[src/inc/phy_lat_pkg.sv]
// Constants for the transceiver datapath latency model
package phy_lat_pkg;
  // Clock of the model
  localparam int CLK_NS = 100;
  // Bit times
  localparam int BIT_100_NS = 10;
  localparam int BIT_10_NS = 100;
  // Latencies in tenths of a bit time
  localparam int TX_SOS_TENTHS = 50;
  localparam int TX_EOS_TENTHS = 50;
  localparam int CRS_ON_TX_TENTHS = 200;
  localparam int CRS_ON_FX_TENTHS = 100;
  localparam int CRS_OFF_TX_TENTHS = 240;
  localparam int CRS_OFF_FX_TENTHS = 140;
  localparam int TX_START_10_TENTHS = 35;
  // End of packet high time
  localparam int EOP_HIGH_MIN_NS = 250;
  localparam int EOP_HIGH_TYP_NS = 300;
  // Receive clock phases in ns
  localparam int RXCLK_HALF_NS = 200;
  localparam int RXCLK_MIN_NS = 160;

  // Rounds up to whole cycles, never below one
  function automatic int cyc_up(input int tenths, input int bit_ns);
    int c;
    c = (tenths * bit_ns + 10 * CLK_NS - 1) / (10 * CLK_NS);
    return (c < 1) ? 1 : c;
  endfunction : cyc_up

  localparam int TX_SOS_CYC = cyc_up(TX_SOS_TENTHS, BIT_100_NS);
  localparam int TX_EOS_CYC = cyc_up(TX_EOS_TENTHS, BIT_100_NS);
  localparam int CRS_ON_TX_CYC = cyc_up(CRS_ON_TX_TENTHS, BIT_100_NS);
  localparam int CRS_ON_FX_CYC = cyc_up(CRS_ON_FX_TENTHS, BIT_100_NS);
  localparam int CRS_OFF_TX_CYC = cyc_up(CRS_OFF_TX_TENTHS, BIT_100_NS);
  localparam int CRS_OFF_FX_CYC = cyc_up(CRS_OFF_FX_TENTHS, BIT_100_NS);
  localparam int TX_START_10_CYC = cyc_up(TX_START_10_TENTHS, BIT_10_NS);
  localparam int EOP_HIGH_CYC = cyc_up(10 * EOP_HIGH_TYP_NS, 1);
  localparam int RXCLK_HALF_CYC = cyc_up(10 * RXCLK_HALF_NS, 1);
  localparam int RXCLK_MIN_CYC = cyc_up(10 * RXCLK_MIN_NS, 1);

  // Widths
  localparam int CNT_W = 4;
  localparam int NIB_W = 4;
  localparam int PIPE_DEPTH = CRS_OFF_TX_CYC;
  localparam logic [CNT_W-1:0] CNT_ZERO = 4'h0;
  localparam logic [CNT_W-1:0] CNT_ONE = 4'h1;
endpackage : phy_lat_pkg

[src/hdl/phy_mii_latency_timing.sv]
// Transceiver MII datapath latency and clock edge timing model
// Function
// - 100M: start-of-stream J leaves about 5 bit times after TX_EN clock edge.
// - 100M: end-of-stream T leaves about 5 bit times after TX_EN drop edge.
// - Bit time is 10 ns at 100 Mb/s and 100 ns at 10 Mb/s.
// - Carrier sense rises 20 (TX) or 10 (FX) bit times after J.
// - Carrier sense falls 24 (TX) or 14 (FX) bits after T; data same latency.
// - 10M nibble mode: TXD and TX_EN sampled on TX_CLK falling edge.
// - Serial mode: TXD_0 and TX_EN launched and sampled on TX_CLK rise.
// - Serial mode: RXD_0 and RX_DV change on RX_CLK falling edge.
// - 10BASE-T line starts 3.5 bits after the sampling TX_CLK edge.
// - 10BASE-T packet end holds line high 300 ns typical, 250 ns least.
// - RX_CLK source switch may stretch a phase, never shorten one.
`timescale 1ns/1ps
`default_nettype none
module phy_mii_latency_timing
  import phy_lat_pkg::*;
(
  // Clock and reset
  input wire logic ref_clk,
  input wire logic rst_n,
  // Mode straps
  input wire logic speed_100_pin,
  input wire logic fiber_pin,
  input wire logic serial_pin,
  // MAC transmit side
  input wire logic tx_clk_pin,
  input wire logic tx_en_pin,
  input wire logic [NIB_W-1:0] txd_pin,
  // Line receive side
  input wire logic line_rx_act_pin,
  input wire logic [NIB_W-1:0] line_rxd_pin,
  input wire logic line_rec_clk_pin,
  // Line transmit side
  output logic line_tx_active_r,
  output logic line_tx_end_r,
  output logic line_idle_high_r,
  output logic [NIB_W-1:0] line_txd_r,
  // MAC receive side
  output logic crs_r,
  output logic rx_dv_r,
  output logic [NIB_W-1:0] rxd_r,
  output logic rx_clk_r
);

  // Two-flop synchronisers, bit order: rec_clk, rx_act, tx_en, tx_clk, serial, fiber, speed
  localparam int SYN_W = 7 + 2 * NIB_W;
  logic [SYN_W-1:0] syn1_r;
  logic [SYN_W-1:0] syn2_r;
  always_ff @(posedge ref_clk) begin
    if (!rst_n) begin
      syn1_r <= '0;
      syn2_r <= '0;
    end else begin
      syn1_r <= {line_rxd_pin, txd_pin, line_rec_clk_pin, line_rx_act_pin, tx_en_pin,
                 tx_clk_pin, serial_pin, fiber_pin, speed_100_pin};
      syn2_r <= syn1_r;
    end
  end

  logic speed_100_s, fiber_s, serial_s, tx_clk_s, tx_en_s, rx_act_s, rec_clk_s;
  logic [NIB_W-1:0] txd_s;
  logic [NIB_W-1:0] line_rxd_s;
  assign speed_100_s = syn2_r[0];
  assign fiber_s = syn2_r[1];
  assign serial_s = syn2_r[2] & ~syn2_r[0];
  assign tx_clk_s = syn2_r[3];
  assign tx_en_s = syn2_r[4];
  assign rx_act_s = syn2_r[5];
  assign rec_clk_s = syn2_r[6];
  assign txd_s = syn2_r[7 +: NIB_W];
  assign line_rxd_s = syn2_r[7 + NIB_W +: NIB_W];

  // TX_CLK edge detection on the synchronised level
  logic tx_clk_d_r;
  logic rec_clk_d_r;
  always_ff @(posedge ref_clk) begin
    if (!rst_n) begin
      tx_clk_d_r <= 1'b0;
      rec_clk_d_r <= 1'b0;
    end else begin
      tx_clk_d_r <= tx_clk_s;
      rec_clk_d_r <= rec_clk_s;
    end
  end
  logic tx_rise, tx_fall, smp_edge;
  assign tx_rise = tx_clk_s & ~tx_clk_d_r;
  assign tx_fall = ~tx_clk_s & tx_clk_d_r;
  // Nibble 10M samples on the fall, giving the MAC half a period of setup
  assign smp_edge = (speed_100_s | serial_s) ? tx_rise : tx_fall;

  // Sampled transmit enable and data
  logic tx_en_smp_r;
  logic [NIB_W-1:0] txd_smp_r;
  logic tx_start, tx_stop;
  assign tx_start = smp_edge & tx_en_s & ~tx_en_smp_r;
  assign tx_stop = smp_edge & ~tx_en_s & tx_en_smp_r;
  always_ff @(posedge ref_clk) begin
    if (!rst_n) begin
      tx_en_smp_r <= 1'b0;
      txd_smp_r <= '0;
    end else if (smp_edge) begin
      tx_en_smp_r <= tx_en_s;
      txd_smp_r <= serial_s ? {{(NIB_W-1){1'b0}}, txd_s[0]} : txd_s;
    end
  end

  // Start and end delays, one counter each so short frames cannot collide
  logic [CNT_W-1:0] sos_cnt_r;
  logic [CNT_W-1:0] eos_cnt_r;
  logic [CNT_W-1:0] sos_len;
  assign sos_len = speed_100_s ? CNT_W'(TX_SOS_CYC) : CNT_W'(TX_START_10_CYC);
  always_ff @(posedge ref_clk) begin
    if (!rst_n) begin
      sos_cnt_r <= CNT_ZERO;
    end else if (tx_start) begin
      sos_cnt_r <= sos_len;
    end else if (sos_cnt_r != CNT_ZERO) begin
      sos_cnt_r <= sos_cnt_r - CNT_ONE;
    end
  end
  always_ff @(posedge ref_clk) begin
    if (!rst_n) begin
      eos_cnt_r <= CNT_ZERO;
    end else if (tx_stop) begin
      eos_cnt_r <= CNT_W'(TX_EOS_CYC);
    end else if (eos_cnt_r != CNT_ZERO) begin
      eos_cnt_r <= eos_cnt_r - CNT_ONE;
    end
  end

  // Line transmit state
  logic sos_fire, eos_fire;
  assign sos_fire = sos_cnt_r == CNT_ONE;
  assign eos_fire = eos_cnt_r == CNT_ONE;
  logic [CNT_W-1:0] idle_cnt_r;
  logic line_tx_active_nxt;
  assign line_tx_active_nxt = sos_fire | (line_tx_active_r & ~eos_fire);
  always_ff @(posedge ref_clk) begin
    if (!rst_n) begin
      line_tx_active_r <= 1'b0;
      line_tx_end_r <= 1'b0;
      line_txd_r <= '0;
    end else begin
      line_tx_end_r <= eos_fire;
      line_tx_active_r <= line_tx_active_nxt;
      // Data follows the next state, so no stale nibble trails the end
      line_txd_r <= line_tx_active_nxt ? txd_smp_r : '0;
    end
  end

  // End of packet high hold, same length whatever the last bit was
  always_ff @(posedge ref_clk) begin
    if (!rst_n) begin
      idle_cnt_r <= CNT_ZERO;
      line_idle_high_r <= 1'b0;
    end else if (eos_fire && !speed_100_s) begin
      idle_cnt_r <= CNT_W'(EOP_HIGH_CYC);
      line_idle_high_r <= 1'b1;
    end else if (idle_cnt_r > CNT_ONE) begin
      idle_cnt_r <= idle_cnt_r - CNT_ONE;
    end else begin
      idle_cnt_r <= CNT_ZERO;
      line_idle_high_r <= 1'b0;
    end
  end

  // Receive carrier sense delays
  logic rx_act_d_r;
  logic [CNT_W-1:0] crs_cnt_r;
  logic rx_j, rx_t;
  assign rx_j = rx_act_s & ~rx_act_d_r;
  assign rx_t = ~rx_act_s & rx_act_d_r;
  always_ff @(posedge ref_clk) begin
    if (!rst_n) begin
      rx_act_d_r <= 1'b0;
      crs_cnt_r <= CNT_ZERO;
      crs_r <= 1'b0;
    end else begin
      rx_act_d_r <= rx_act_s;
      if (rx_j) begin
        crs_cnt_r <= fiber_s ? CNT_W'(CRS_ON_FX_CYC) : CNT_W'(CRS_ON_TX_CYC);
      end else if (rx_t) begin
        crs_cnt_r <= fiber_s ? CNT_W'(CRS_OFF_FX_CYC) : CNT_W'(CRS_OFF_TX_CYC);
      end else if (crs_cnt_r != CNT_ZERO) begin
        crs_cnt_r <= crs_cnt_r - CNT_ONE;
      end
      if (crs_cnt_r == CNT_ONE) begin
        crs_r <= rx_act_d_r;
      end
    end
  end

  // Receive data delay line, tap chosen to match carrier-off latency
  logic [NIB_W:0] pipe_r [PIPE_DEPTH];
  genvar g;
  generate
    for (g = 0; g < PIPE_DEPTH; g++) begin : g_pipe
      always_ff @(posedge ref_clk) begin
        if (!rst_n) begin
          pipe_r[g] <= '0;
        end else if (g == 0) begin
          pipe_r[g] <= {rx_act_s, line_rxd_s};
        end else begin
          pipe_r[g] <= pipe_r[(g == 0) ? 0 : g - 1];
        end
      end
    end
  endgenerate
  logic [NIB_W:0] rx_tap;
  assign rx_tap = fiber_s ? pipe_r[CRS_OFF_FX_CYC-1] : pipe_r[CRS_OFF_TX_CYC-1];

  // Receive clock, switching source only in the phase allowed to stretch
  logic rec_sel_r;
  logic [CNT_W-1:0] ph_cnt_r;
  logic stretch_lvl, ph_ok, rec_edge, rx_toggle, rx_fall;
  assign stretch_lvl = serial_s;
  assign ph_ok = ph_cnt_r >= CNT_W'(RXCLK_MIN_CYC - 1);
  assign rec_edge = rx_clk_r ? (~rec_clk_s & rec_clk_d_r) : (rec_clk_s & ~rec_clk_d_r);
  assign rx_toggle = ph_ok & (rec_sel_r ? rec_edge : ph_cnt_r >= CNT_W'(RXCLK_HALF_CYC - 1));
  assign rx_fall = rx_toggle & rx_clk_r;
  always_ff @(posedge ref_clk) begin
    if (!rst_n) begin
      rec_sel_r <= 1'b0;
      ph_cnt_r <= CNT_ZERO;
      rx_clk_r <= 1'b0;
    end else begin
      // A late switch lengthens the current phase only
      if (rx_clk_r == stretch_lvl) begin
        rec_sel_r <= rx_act_s;
      end
      if (rx_toggle) begin
        rx_clk_r <= ~rx_clk_r;
        ph_cnt_r <= CNT_ZERO;
      end else if (ph_cnt_r != {CNT_W{1'b1}}) begin
        ph_cnt_r <= ph_cnt_r + CNT_ONE;
      end
    end
  end

  // MII receive outputs: every cycle at 100M, on RX_CLK fall at 10M
  always_ff @(posedge ref_clk) begin
    if (!rst_n) begin
      rx_dv_r <= 1'b0;
      rxd_r <= '0;
    end else if (speed_100_s || rx_fall) begin
      rx_dv_r <= rx_tap[NIB_W];
      rxd_r <= serial_s ? {{(NIB_W-1){1'b0}}, rx_tap[0]} : rx_tap[NIB_W-1:0];
    end
  end

endmodule : phy_mii_latency_timing
`default_nettype wire

[config.mk]
export PLATFORM = sky130hd
export DESIGN_NAME = phy_mii_latency_timing
export DESIGN_NICKNAME = d
export VERILOG_FILES = /design/src/inc/phy_lat_pkg.sv /design/src/hdl/phy_mii_latency_timing.sv
export SDC_FILE = /design/constraint.sdc
export NUM_CORES = 1
export LEC_CHECK = 0
export ABC_AREA = 1
export BUFFER_PORTS_ARGS = -buffer_cell sky130_fd_sc_hd__buf_2
export CORE_MARGIN = 2
export CORE_UTILIZATION = 51
export DETAILED_ROUTE_END_ITERATION = 8
export PLACE_DENSITY = 0.7
export SYNTH_ARGS = -nofsm -noshare
export SYNTH_HDL_FRONTEND = slang
export SYNTH_SLANG_ARGS = --single-unit
[constraint.sdc]
create_clock -name ref_clk -period 1.5 [get_ports ref_clk]
set_input_delay 0 -clock ref_clk [delete_from_list [all_inputs] [get_ports ref_clk]]
set_output_delay 0 -clock ref_clk [all_outputs]
set_load 0.05 [all_outputs]
==> out/qor.yml, run 1 <==
floorplan:
  fp.dieH_microns: 85.8
  core_area_sq_um: 6420
  dieArea_sq_um: 7360
  rows: 29
  ios: 31
  die_w_microns: 85.8
  start_util_pct: 53.1
yosys:
  ys_ff_latch: 87
  synth_warnings: 0
  yosysUniqueCellTypes: 35
  synth.cell_area_sq_um: 3410
  syn_inst: 413
  syn_area_per_cell_sq_um: 8.26
  syn_nets: 446
  seq_area_frac_synth_pct: 51.0
cts:
  cts_tree: "built"
  cts-root-buf: "clkbuf_8"
  cts_sinks: 87
  cts.clk_slew.worst_paths_ns: 0.09
  clk_latency_ns: 0.35
  numCtsBuffers: 9
  post_cts_buffers: 0
  clock_path_buffers: 2
  h-tree-depth: 3
global_routing:
  antenna_found_initial: 0
  grt_pass1_wl_mm: 9.67
  grt_start_max_net_pins: 53
  grt_pass1_vias: 2312
  overflow: 0
  track_usage_pct: 16.5
critical_path:
  slowest_delay_ns: 0.38
  r2r-end: "rxd_r[0]$_SDFFE_PN0P_"
  start_kind: "register"
  crit_slowest_cell: "dfxtp_1"
  reg2reg_depth: 8
  crit_type: "reg2reg"
  regToRegStartpoint: "ph_cnt_r[1]$_SDFFE_PP0P_"
  critical_path.most_common_cell: "nor2_1"
  cp-end-kind: "register"
  worst-path-max-fanout: 11
  cp.required_ns: 1.75
  cp_cell_sequence: "inv_1 -> ha_1 -> nor2_1 -> nand3_1 -> nand3_4 -> nand3b_1 -> nand2_1 -> nor2_1"
  rrSetupSlack_ns: 0.13
  cp.arrival_ns: 1.62
sta:
  clock_skew_ns: 0.00502
  fin_tns_setup_ns: 0
  setup_viol: 0
  drv_slew: 0
  tightest_slew_ns: 0.305
  max_slew_margin_pct: 79.6
  layout_min_cycle_time_ns: 1.37
  post-route-period-util_pct: 91.0
  holdWs_ns: 0.353
  max_freq_ghz: 0.732
  layout_setup_ws_ns: 0.135
  hold_viol: 0
place:
  place_hpwl_mm: 3.73
  dp.cells: 514
  dp_slack_ns: 0.0754
  io_buffers: 30
  gp_congestion: 0.863
worst_hold_path:
  hp-start: "line_rxd_pin[3]"
  holdPathStages: 4
  whs_endpoint: "syn1_r[14]$_SDFF_PN0_"
  hold_class: "in2reg"
layout:
  drive_gt1_share_pct: 17.2
  area_growth_syn_to_layout_pct: 17.6
  final_nets: 499
  fin_cells: 548
  n_antenna_cell: 0
route:
  vias: 2517
  drtPass1Iterations: 8
  ant_nets: 0
  via_per_inst: 4.59
  wl_per_cell_microns: 10.0
  first_iter_violations: 109
  drc: 2
  wl_mm: 5.49
run:
  maxCapViolations: 0
outcome:
  status: "finished with violations"
  violations: "design-rule violations"
pwr:
  leakagePower_nw: 2.10
  ir_worst_vdd_v: 0.000798
  fin_total_pwr_mw: 6.57
  power.density_nw_per_um2: 1640
## report_power, final
group	switching (mW)	total [mW]	internal, mW
Clock	0.882	1.52	0.640
Combinational	1.32	2.14	0.820
Sequential	0.248	2.91	2.67
## repair_timing
action                                  CTS  global route
endpoints found under the hold margin    19             0
hold buffers                             18             0
gates resized for setup                   0             1
endpoints found under the setup margin    0             5
## cell families after synthesis
| logic type | after synthesis | share of synthesized area (%) |
|---|---|---|
| compound gates | 40 | 6.78 |
| fa+ha+maj | 16 | 5.87 |
| simple gates | 172 | 23.7 |
| xor+xnor | 8 | 2.05 |
| flops | 87 | 51.0 |
| buf+inv | 90 | 10.6 |
## worst max path at each step
stage / start / endpoint / slack [ns] / depth (start not counted)
floorplan: rx_clk_r$_SDFFE_PN0P_ / rxd_r[0]$_SDFFE_PN0P_ / 0.24 / 6
global placement: ph_cnt_r[0]$_SDFFE_PP0P_ / rxd_r[0]$_SDFFE_PN0P_ / 0.12 / 6
detailed placement: ph_cnt_r[0]$_SDFFE_PP0P_ / rx_dv_r$_SDFFE_PN0P_ / 0.08 / 6
CTS: ph_cnt_r[0]$_SDFFE_PP0P_ / rxd_r[0]$_SDFFE_PN0P_ / 0.05 / 7
global route: ph_cnt_r[1]$_SDFFE_PP0P_ / rxd_r[0]$_SDFFE_PN0P_ / -0.006 / 8
finish: ph_cnt_r[1]$_SDFFE_PP0P_ / rxd_r[0]$_SDFFE_PN0P_ / 0.13 / 8
## registers in the layout, summed over array words and instances (netlist names), 4 cells and up
| register | cells |
|---|---|
| crs_cnt_r | 4 |
| eos_cnt_r | 4 |
| idle_cnt_r | 4 |
| line_txd_r | 4 |
| ph_cnt_r | 4 |
| pipe_r | 14 |
| rxd_r | 4 |
| sos_cnt_r | 4 |
| syn1_r | 15 |
| syn2_r | 15 |
| txd_smp_r | 4 |
## Yosys cell counts
cell | count | area (sq um)
nand3b_1 | 1 | 7.51
ha_1 | 16 | 200
nand3b_2 | 4 | 45.0
nor3b_1 | 1 | 7.51
or2_2 | 1 | 6.26
nand4_1 | 3 | 18.8
nand2_2 | 2 | 12.5
nand3_1 | 11 | 55.1
a311oi_1 | 1 | 8.76
nand4_2 | 1 | 12.5
xor2_1 | 1 | 8.76
nor2_1 | 26 | 97.6
nor2_2 | 8 | 50.1
nand3_2 | 3 | 30.0
o22ai_1 | 1 | 6.26
o21ai_0 | 9 | 45.0
nor3_1 | 6 | 30.0
nor3_2 | 1 | 10.0
inv_1 | 78 | 293
xnor2_1 | 7 | 61.3
o21bai_1 | 1 | 7.51
inv_2 | 3 | 11.3
o21ai_1 | 1 | 5.00
a211oi_1 | 3 | 22.5
a21oi_1 | 19 | 95.1
nand2_4 | 2 | 22.5
a21oi_2 | 4 | 35.0
dfxtp_1 | 87 | 1740
buf_4 | 2 | 15.0
nor2_4 | 2 | 22.5
buf_6 | 1 | 11.3
or2_1 | 2 | 12.5
buf_2 | 6 | 30.0
nand2_1 | 98 | 368
a31oi_1 | 1 | 6.26
## cell usage in the layout, fill, tap and decap left out, types with 3 or more instances in the layout
master	count
inv_6	6
buf_2	30
xnor2_1	7
nor2_1	26
inv_1	78
nor3_1	6
ha_1	16
a21oi_1	19
a21oi_2	4
inv_2	3
nand3b_2	4
nand4_1	3
o21ai_0	9
a211oi_1	3
nand3_1	11
nor2_2	8
dlygate4sd3_1	18
dfxtp_1	86
nand2_1	98
clkbuf_8	9
## per-layer routing
layer,share of wire (%),vias up,track usage (%)
li1,-,1361,-
met1,48,1111,19.6
met2,47,33,27.4
met3,2.8,12,5.00
met4,2.0,0,7.36
met5,0,-,0
## layout make-up
| class | instances | area [sq um] |
|---|---|---|
| Clock buffer | 9 | 124 |
| Inverter | 81 | 304 |
| Fill cell | 549 | 2410 |
| Clock inverter | 7 | 61.3 |
| Multi-Input combinational cell | 236 | 1320 |
| Tap cell | 77 | 96.3 |
| Timing Repair Buffer | 51 | 365 |
| Sequential cell | 87 | 1740 |
## through the flow
step           util (%)  instance area [sq um]
2_1_floorplan         -                   3410
3_3_place_gp       56.7                   3640
3_5_place_dp       56.7                   3640
4_1_cts            62.3                   4000
5_1_grt            62.5                   4010
6_report           62.5                   4010
## worst max-delay path: cells and delay by family (launching register included)
kind	cells	cell delay, ns
buffers and inverters	1	0.08
and+or+nand+nor	6	0.63
DFF	1	0.38
adders and majority gates	1	0.18
Note: power is estimated with default switching activity, not from simulation.
==> inputs of run 2 (changes only) <==
--- a/config.mk
+++ b/config.mk
@@ -5,12 +5,12 @@
 export SDC_FILE = /design/constraint.sdc
 export NUM_CORES = 1
 export LEC_CHECK = 0
-export ABC_AREA = 1
 export BUFFER_PORTS_ARGS = -buffer_cell sky130_fd_sc_hd__buf_2
 export CORE_MARGIN = 2
 export CORE_UTILIZATION = 51
 export DETAILED_ROUTE_END_ITERATION = 8
 export PLACE_DENSITY = 0.7
+export SLEW_MARGIN = 20
 export SYNTH_ARGS = -nofsm -noshare
 export SYNTH_HDL_FRONTEND = slang
 export SYNTH_SLANG_ARGS = --single-unit
==> out/qor.yml, run 2 <==
outcome:
  status: "finished clean"
floorplan:
  fp.dieH_microns: 83.4  # -2.8%
  rows: 28  # -3.4%
  dieArea_sq_um: 6950  # -5.5%
  die_w_microns: 83.4  # -2.8%
  start_util_pct: 53.7  # +0.53 points
  core_area_sq_um: 5990  # -6.7%
  ios: 31  # unchanged
critical_path:
  cp-end-kind: "register"
  slowest_delay_ns: 0.38  # about the same
  critPathTopFamily: "simple AND/OR/NAND/NOR gates"
  cp.arrival_ns: 1.65  # +0.03 ns
  start_kind: "register"
  crit_slowest_cell: "dfxtp_1"
  crit_buf_inv: 0  # -1
  crit_type: "reg2reg"
  cp_cell_sequence: "nor2b_1 -> mux2i_4 -> nor3b_2 -> nor4_1"
  worst-path-max-fanout: 5  # -6
  cp.required_ns: 1.71  # -0.04 ns
cts:
  clk_latency_ns: 0.35  # about the same
  numCtsBuffers: 9  # unchanged
  cts-root-buf: "clkbuf_8"
  cts_tree: "built"
  h-tree-depth: 3  # unchanged
  clock_path_buffers: 2  # unchanged
  cts.clk_slew.worst_paths_ns: 0.08  # about the same
  cts_sinks: 87  # unchanged
yosys:
  yosys.area.top_type: "dfxtp_1"
  synthArstFlopShare_pct: 0  # unchanged
  yosysTopAreaCellShare_pct: 54.2  # +3.1 points
  synth_edf_count: 0  # unchanged
  yosysMostFrequentCell: "dfxtp_1"
  synth.area.top_cells: "dfxtp_1, and2_1, ha_1"
  synth_warnings: 0  # unchanged
  seq_area_frac_synth_pct: 54.2  # +3.1 points
  ys_top_cells_by_count: "dfxtp_1, and2_1, nor2_1"
  synth.cell_area_sq_um: 3210  # -5.8%
  yosysUniqueCellTypes: 40  # +14%
  ys_ff_latch: 87  # unchanged
  syn_area_per_cell_sq_um: 10.4  # +26%
  synth_ff_type: "dfxtp_1"
  syn_nets: 343  # -23%
  syn_inst: 310  # -25%
route:
  first_iter_violations: 121  # +11%
  wl_per_cell_microns: 12.3  # +23%
  via_per_inst: 4.94  # +7.5%
  drc: 0  # -2
  drtPass1Iterations: 4  # -4
  vias: 2222  # -12%
  ant_nets: 0  # unchanged
  wl_mm: 5.54  # +0.98%
layout:
  design_area_sq_um: 4010  # -0.12%
  final_nets: 403  # -19%
  n_antenna_cell: 0  # unchanged
  area_growth_syn_to_layout_pct: 24.6
  layout_commonest_cell: "dfxtp_1"
  drive_gt1_share_pct: 22.7  # +5.5 points
  final_cell_mix: "dfxtp_1, and2_1, buf_2"
  reg.largest.list: "syn1_r (15), syn2_r (15), pipe_r (14)"
  fin_cells: 450  # -18%
global_routing:
  overflow: 0  # unchanged
  grt_pass1_wl_mm: 9.12  # -5.7%
  grt_start_max_net_pins: 34  # -36%
  antenna_found_initial: 0  # unchanged
  grt_pass1_vias: 2048  # -11%
  track_usage_pct: 16.5  # about the same
pwr:
  clockPowerShare_pct: 27.4  # +4.3 points
  switching_share_pct: 30.3  # -7.0 points
  leakagePower_nw: 1.69  # -20%
  power_frac_comb_pct: 30.7  # -1.8 points
  p_int_mw: 4.74  # +15%
  power.density_nw_per_um2: 1700  # +3.6%
  p_sw_mw: 2.06  # -16%
  p_seq_share_pct: 41.9  # -2.4 points
  ir_worst_vdd_v: 0.000993  # +24%
place:
  place_hpwl_mm: 3.59  # -3.8%
  gp_congestion: 0.775  # -10%
  io_buffers: 30  # unchanged
  dp.cells: 416  # -19%
  place_area_sq_um: 3510  # -3.4%
sta:
  hold_viol: 0  # unchanged
  rsz0062_at_grt: "true"
  setup_viol: 0  # unchanged
  post-route-period-util_pct: 96.2  # +5.2 points
  tightest_slew_ns: 0.464  # +0.158 ns
  layout_min_cycle_time_ns: 1.44  # +0.0775 ns
  clock_skew_ns: 0.00670  # +0.00168 ns
  drv_slew: 0  # unchanged
  max_slew_margin_pct: 69.1  # -11 points
  max_freq_ghz: 0.693  # -5.4%
run:
  maxCapViolations: 0  # unchanged
worst_hold_path:
  hold_class: "in2reg"
[run 2: power by group through the flow]
stage               logic [mW]  clock network [mW]  registers, mW
floorplan                 1.26                   0           2.99
global placement          1.77                   0           2.87
detailed placement        1.84                   0           2.88
CTS                       1.90                1.92           2.84
global route              2.33                2.02           2.89
finish                    2.09                1.87           2.85
[run 2: logic make-up (layout without fill, tap and decap cells)]
kind of cell | after synthesis | after routing | share of synthesized area [%]
and+or+nand+nor | 128 | 128 | 22.8
DFF | 87 | 87 | 54.2
AOI/OAI and AO/OA | 28 | 28 | 5.92
buffers and inverters | 26 | 91 | 3.04
adders and majority gates | 16 | 16 | 6.23
muxes | 14 | 14 | 4.87
xor gates and xnor gates | 11 | 11 | 3.00
[run 2: final cells by class]
class / instances / area (sq um)
repair buffers: 60 / 415
multi-input cells: 197 / 1450
well taps: 75 / 93.8
clock buffers: 12 / 165
inverters: 15 / 56.3
clock inverters: 4 / 76.3
flip-flops and latches: 87 / 1750
fillers: 459 / 1980
[run 2: stage by stage]
stage / total power [mW] / setup TNS (ns) / hold WS [ns] / worst slack, ns / util [%]
2_1_floorplan: 4.25 / 0 / 0.127 / 0.0710 / -
3_3_place_gp: 4.65 / 0 / 0.204 / 0.0569 / 58.6
3_5_place_dp: 4.72 / -0.0295 / 0.209 / -0.0103 / 58.6
4_1_cts: 6.66 / 0 / 0.364 / 0.0115 / 65.5
5_1_grt: 7.24 / -0.203 / 0.372 / -0.0379 / 66.9
6_report: 6.80 / 0 / 0.389 / 0.0573 / 66.9
[run 2: worst paths after layout]
kind,endpoint,slack (ns),from,depth (start not counted)
min,syn1_r[11]$_SDFF_PN0_,0.39,line_rxd_pin[0],3
max,eos_cnt_r[2]$_SDFFE_PP0P_,0.06,syn2_r[3]$_SDFF_PN0_,4
max reg2reg,eos_cnt_r[2]$_SDFFE_PP0P_,0.06,syn2_r[3]$_SDFF_PN0_,4
min reg2reg,syn2_r[13]$_SDFF_PN0_,0.43,syn1_r[13]$_SDFF_PN0_,1
[run 2: worst reg2reg max path, cell delays in order (launching register included)]
cell and delay, ns:
dfxtp_1 0.38, nor2b_1 0.29, mux2i_4 0.16, nor3b_2 0.37, nor4_1 0.11
[run 2: timing repair]
action	4_1_cts	5_1_grt
setup endpoints to repair	5	22
buffers inserted	0	2
gates cloned	0	0
gates resized for setup	3	15
hold buffers	16	0
pin swaps	0	5
hold endpoints to repair	17	0
[run 2: routing by layer]
metal | wire (microns) | track usage, % | up-vias
li1 | - | - | 1139
met1 | 2620 | 20.8 | 1028
met5 | 0 | 0 | -
met3 | 197 | 4.17 | 13
met2 | 2580 | 25.5 | 42
met4 | 146 | 9.54 | 0
==> inputs of run 3 (changes only) <==
==> constraint.sdc (replaced) <==
create_clock -name ref_clk -period 1.5 [get_ports ref_clk]
set_input_delay 0.375 -clock ref_clk [delete_from_list [all_inputs] [get_ports ref_clk]]
set_output_delay 0.375 -clock ref_clk [all_outputs]
set_load 0.05 [all_outputs]
==> out/qor.yml, run 3 (synthesized netlist as in run 2, its figures left out) <==
pwr:
  switching_share_pct: 32.4  # +2.1 points
  power.density_nw_per_um2: 1670  # -1.7%
  power_frac_comb_pct: 32.1  # +1.4 points
  p_seq_share_pct: 44.7  # +2.8 points
  leakagePower_nw: 1.60  # -5.3%
  p_sw_mw: 2.07  # +0.41%
  ir_worst_vdd_v: 0.00104  # +5.3%
  p_int_mw: 4.32  # -9.0%
  clockPowerShare_pct: 23.2  # -4.2 points
global_routing:
  grt_pass1_vias: 2008  # -2.0%
  globalRouteMet2Util_pct: 24.4  # -1.1 points
  antenna_found_initial: 0  # unchanged
  grtUsageMet3_pct: 3.68  # -0.50 points
  track_usage_pct: 15.4  # -1.1 points
  global_route.usage.met1_pct: 19.1  # -1.7 points
  grt_pass1_wl_mm: 8.64  # -5.3%
  grt-busiest-layer: "met2"
  grt_start_max_net_pins: 58  # +71%
  overflow: 0  # unchanged
cts:
  clock_path_buffers: 2  # unchanged
  numCtsBuffers: 9  # unchanged
  hold_buffers: 0  # -16
  h-tree-depth: 3  # unchanged
  clk_latency_ns: 0.35  # about the same
  cts.clk_slew.worst_paths_ns: 0.09  # about the same
  cts-root-buf: "clkbuf_8"
  cts_tree: "built"
  cts_sinks: 87  # unchanged
run:
  maxCapViolations: 0  # unchanged
sta:
  holdWs_ns: 0.225  # -0.163 ns
  hold_viol: 0  # unchanged
  max_slew_margin_pct: 68.5  # -0.57 points
  rsz0062_at_grt: "false"
  max_freq_ghz: 0.693  # about the same
  clock_skew_ns: 0.00705  # +0.000352 ns
  drv_slew: 0  # unchanged
  setup_viol: 0  # unchanged
  post-route-period-util_pct: 96.2  # about the same
  tightest_slew_ns: 0.472  # +0.00837 ns
  layout_min_cycle_time_ns: 1.44  # +0.000664 ns
critical_path:
  reg2reg_depth: 4  # unchanged
  cp_cell_sequence: "ha_2 -> or3b_4 -> or3_4 -> o21ai_0"
  critPathTopFamily: "simple AND/OR/NAND/NOR gates"
  regToRegStartpoint: "eos_cnt_r[0]$_SDFFE_PN0P_"
  cp.arrival_ns: 1.72  # +0.07 ns
  start_kind: "register"
  slowest_delay_ns: 0.39  # about the same
  crit_type: "reg2reg"
  rrSetupSlack_ns: 0.06  # about the same
  cp.required_ns: 1.77  # +0.06 ns
  crit_slowest_cell: "or3b_4"
  r2r-end: "line_idle_high_r$_SDFFE_PN0P_"
  crit_buf_inv: 0  # unchanged
  worst-path-max-fanout: 4  # -1
  cp-end-kind: "register"
layout:
  drive_gt1_share_pct: 25.6  # +2.9 points
  final_nets: 388  # -3.7%
  final_cell_mix: "dfxtp_1, and2_1, buf_2"
  reg.largest.list: "syn1_r (15), syn2_r (15), pipe_r (14)"
  n_antenna_cell: 0  # unchanged
  area_growth_syn_to_layout_pct: 19.0
  fin_util_pct: 63.8  # -3.0 points
  layout_commonest_cell: "dfxtp_1"
place:
  gp_congestion: 0.822  # +6.1%
  io_buffers: 30  # unchanged
  place_hpwl_mm: 3.40  # -5.1%
outcome:
  status: "finished clean"
floorplan:
  dieArea_sq_um: 6950  # unchanged
  rows: 28  # unchanged
  start_util_pct: 53.7  # unchanged
  die_w_microns: 83.4  # unchanged
  ios: 31  # unchanged
  fp.dieH_microns: 83.4  # unchanged
  core_area_sq_um: 5990  # unchanged
route:
  vias: 2097  # -5.6%
  drc: 0  # unchanged
  wl_per_cell_microns: 11.5  # -7.0%
  ant_nets: 0  # unchanged
  drtPass1Iterations: 5  # +1
  via_per_inst: 4.82  # -2.4%
  first_iter_violations: 82  # -32%
  wl_mm: 4.98  # -10%
worst_hold_path:
  whs_endpoint: "syn1_r[3]$_SDFF_PN0_"
  hold_class: "in2reg"
  hp-start: "tx_clk_pin"
  holdPathStages: 2  # -1
==> run 3: cell count changes in the layout (fill, tap and decap cells not counted), moves of 2 or more <==
cell	before	now
clkbuf_8	12	10
bufinv_16	2	0
dfxtp_1	82	79
clkinv_4	1	3
dfxtp_2	5	7
dlygate4sd3_1	16	0
==> run 3: worst max-delay path by stage <==
stage / start / end / slack (ns) / cells after the start
2_1_floorplan: ph_cnt_r[0]$_SDFFE_PP0P_ / rx_dv_r$_SDFFE_PN0P_ / 0.07 / 6
3_3_place_gp: ph_cnt_r[0]$_SDFFE_PP0P_ / rxd_r[0]$_SDFFE_PN0P_ / 0.06 / 6
3_5_place_dp: eos_cnt_r[0]$_SDFFE_PN0P_ / idle_cnt_r[0]$_SDFF_PN0_ / -0.02 / 4
4_1_cts: ph_cnt_r[0]$_SDFFE_PP0P_ / rxd_r[2]$_SDFFE_PN0P_ / 0.006 / 6
5_1_grt: eos_cnt_r[0]$_SDFFE_PN0P_ / idle_cnt_r[2]$_SDFF_PP0_ / 0.002 / 5
6_report: eos_cnt_r[0]$_SDFFE_PN0P_ / line_idle_high_r$_SDFFE_PN0P_ / 0.06 / 4
==> run 3: per-stage QoR <==
| step | total power [mW] | setup WS [ns] | TNS (ns) | cells | area (sq um) |
|---|---|---|---|---|---|
| global placement | 4.66 | 0.0627 | 0 | 417 | 3530 |
| global route | 6.82 | 0.00206 | 0 | 435 | 3820 |
| finish | 6.38 | 0.0566 | 0 | 435 | 3820 |
| detailed placement | 4.72 | -0.0223 | -0.0972 | 417 | 3530 |
| floorplan | 4.25 | 0.0710 | 0 | 310 | 3220 |
| CTS | 6.22 | 0.00560 | 0 | 433 | 3720 |
==> run 3: area by class of cell <==
cell class                 instances  area, sq um
fill                             468         2170
sequential                        87         1750
multi-input combinational        197         1460
timing repair buffer              45          275
clock buffer                      11          141
tap                               75         93.8
inverter                          15         56.3
clock inverter                     5         42.5
==> run 3: layer usage <==
layer,vias to the layer above,share of wire [%]
li1,1110,-
met1,943,49
met2,33,45
met3,11,3.1
met4,0,2.6
met5,-,0
==> run 3: power groups by stage <==
stage          Sequential, mW  Clock [mW]  Combinational (mW)
2_1_floorplan            2.99           0                1.26
3_3_place_gp             2.86           0                1.80
3_5_place_dp             2.87           0                1.85
4_1_cts                  2.82        1.53                1.86
5_1_grt                  2.89        1.62                2.31
6_report                 2.85        1.48                2.05
==> run 3: repair_timing <==
item | CTS | global route
gates resized for setup | 1 | 25
setup endpoints to repair | 7 | 21
buffers inserted | 0 | 2
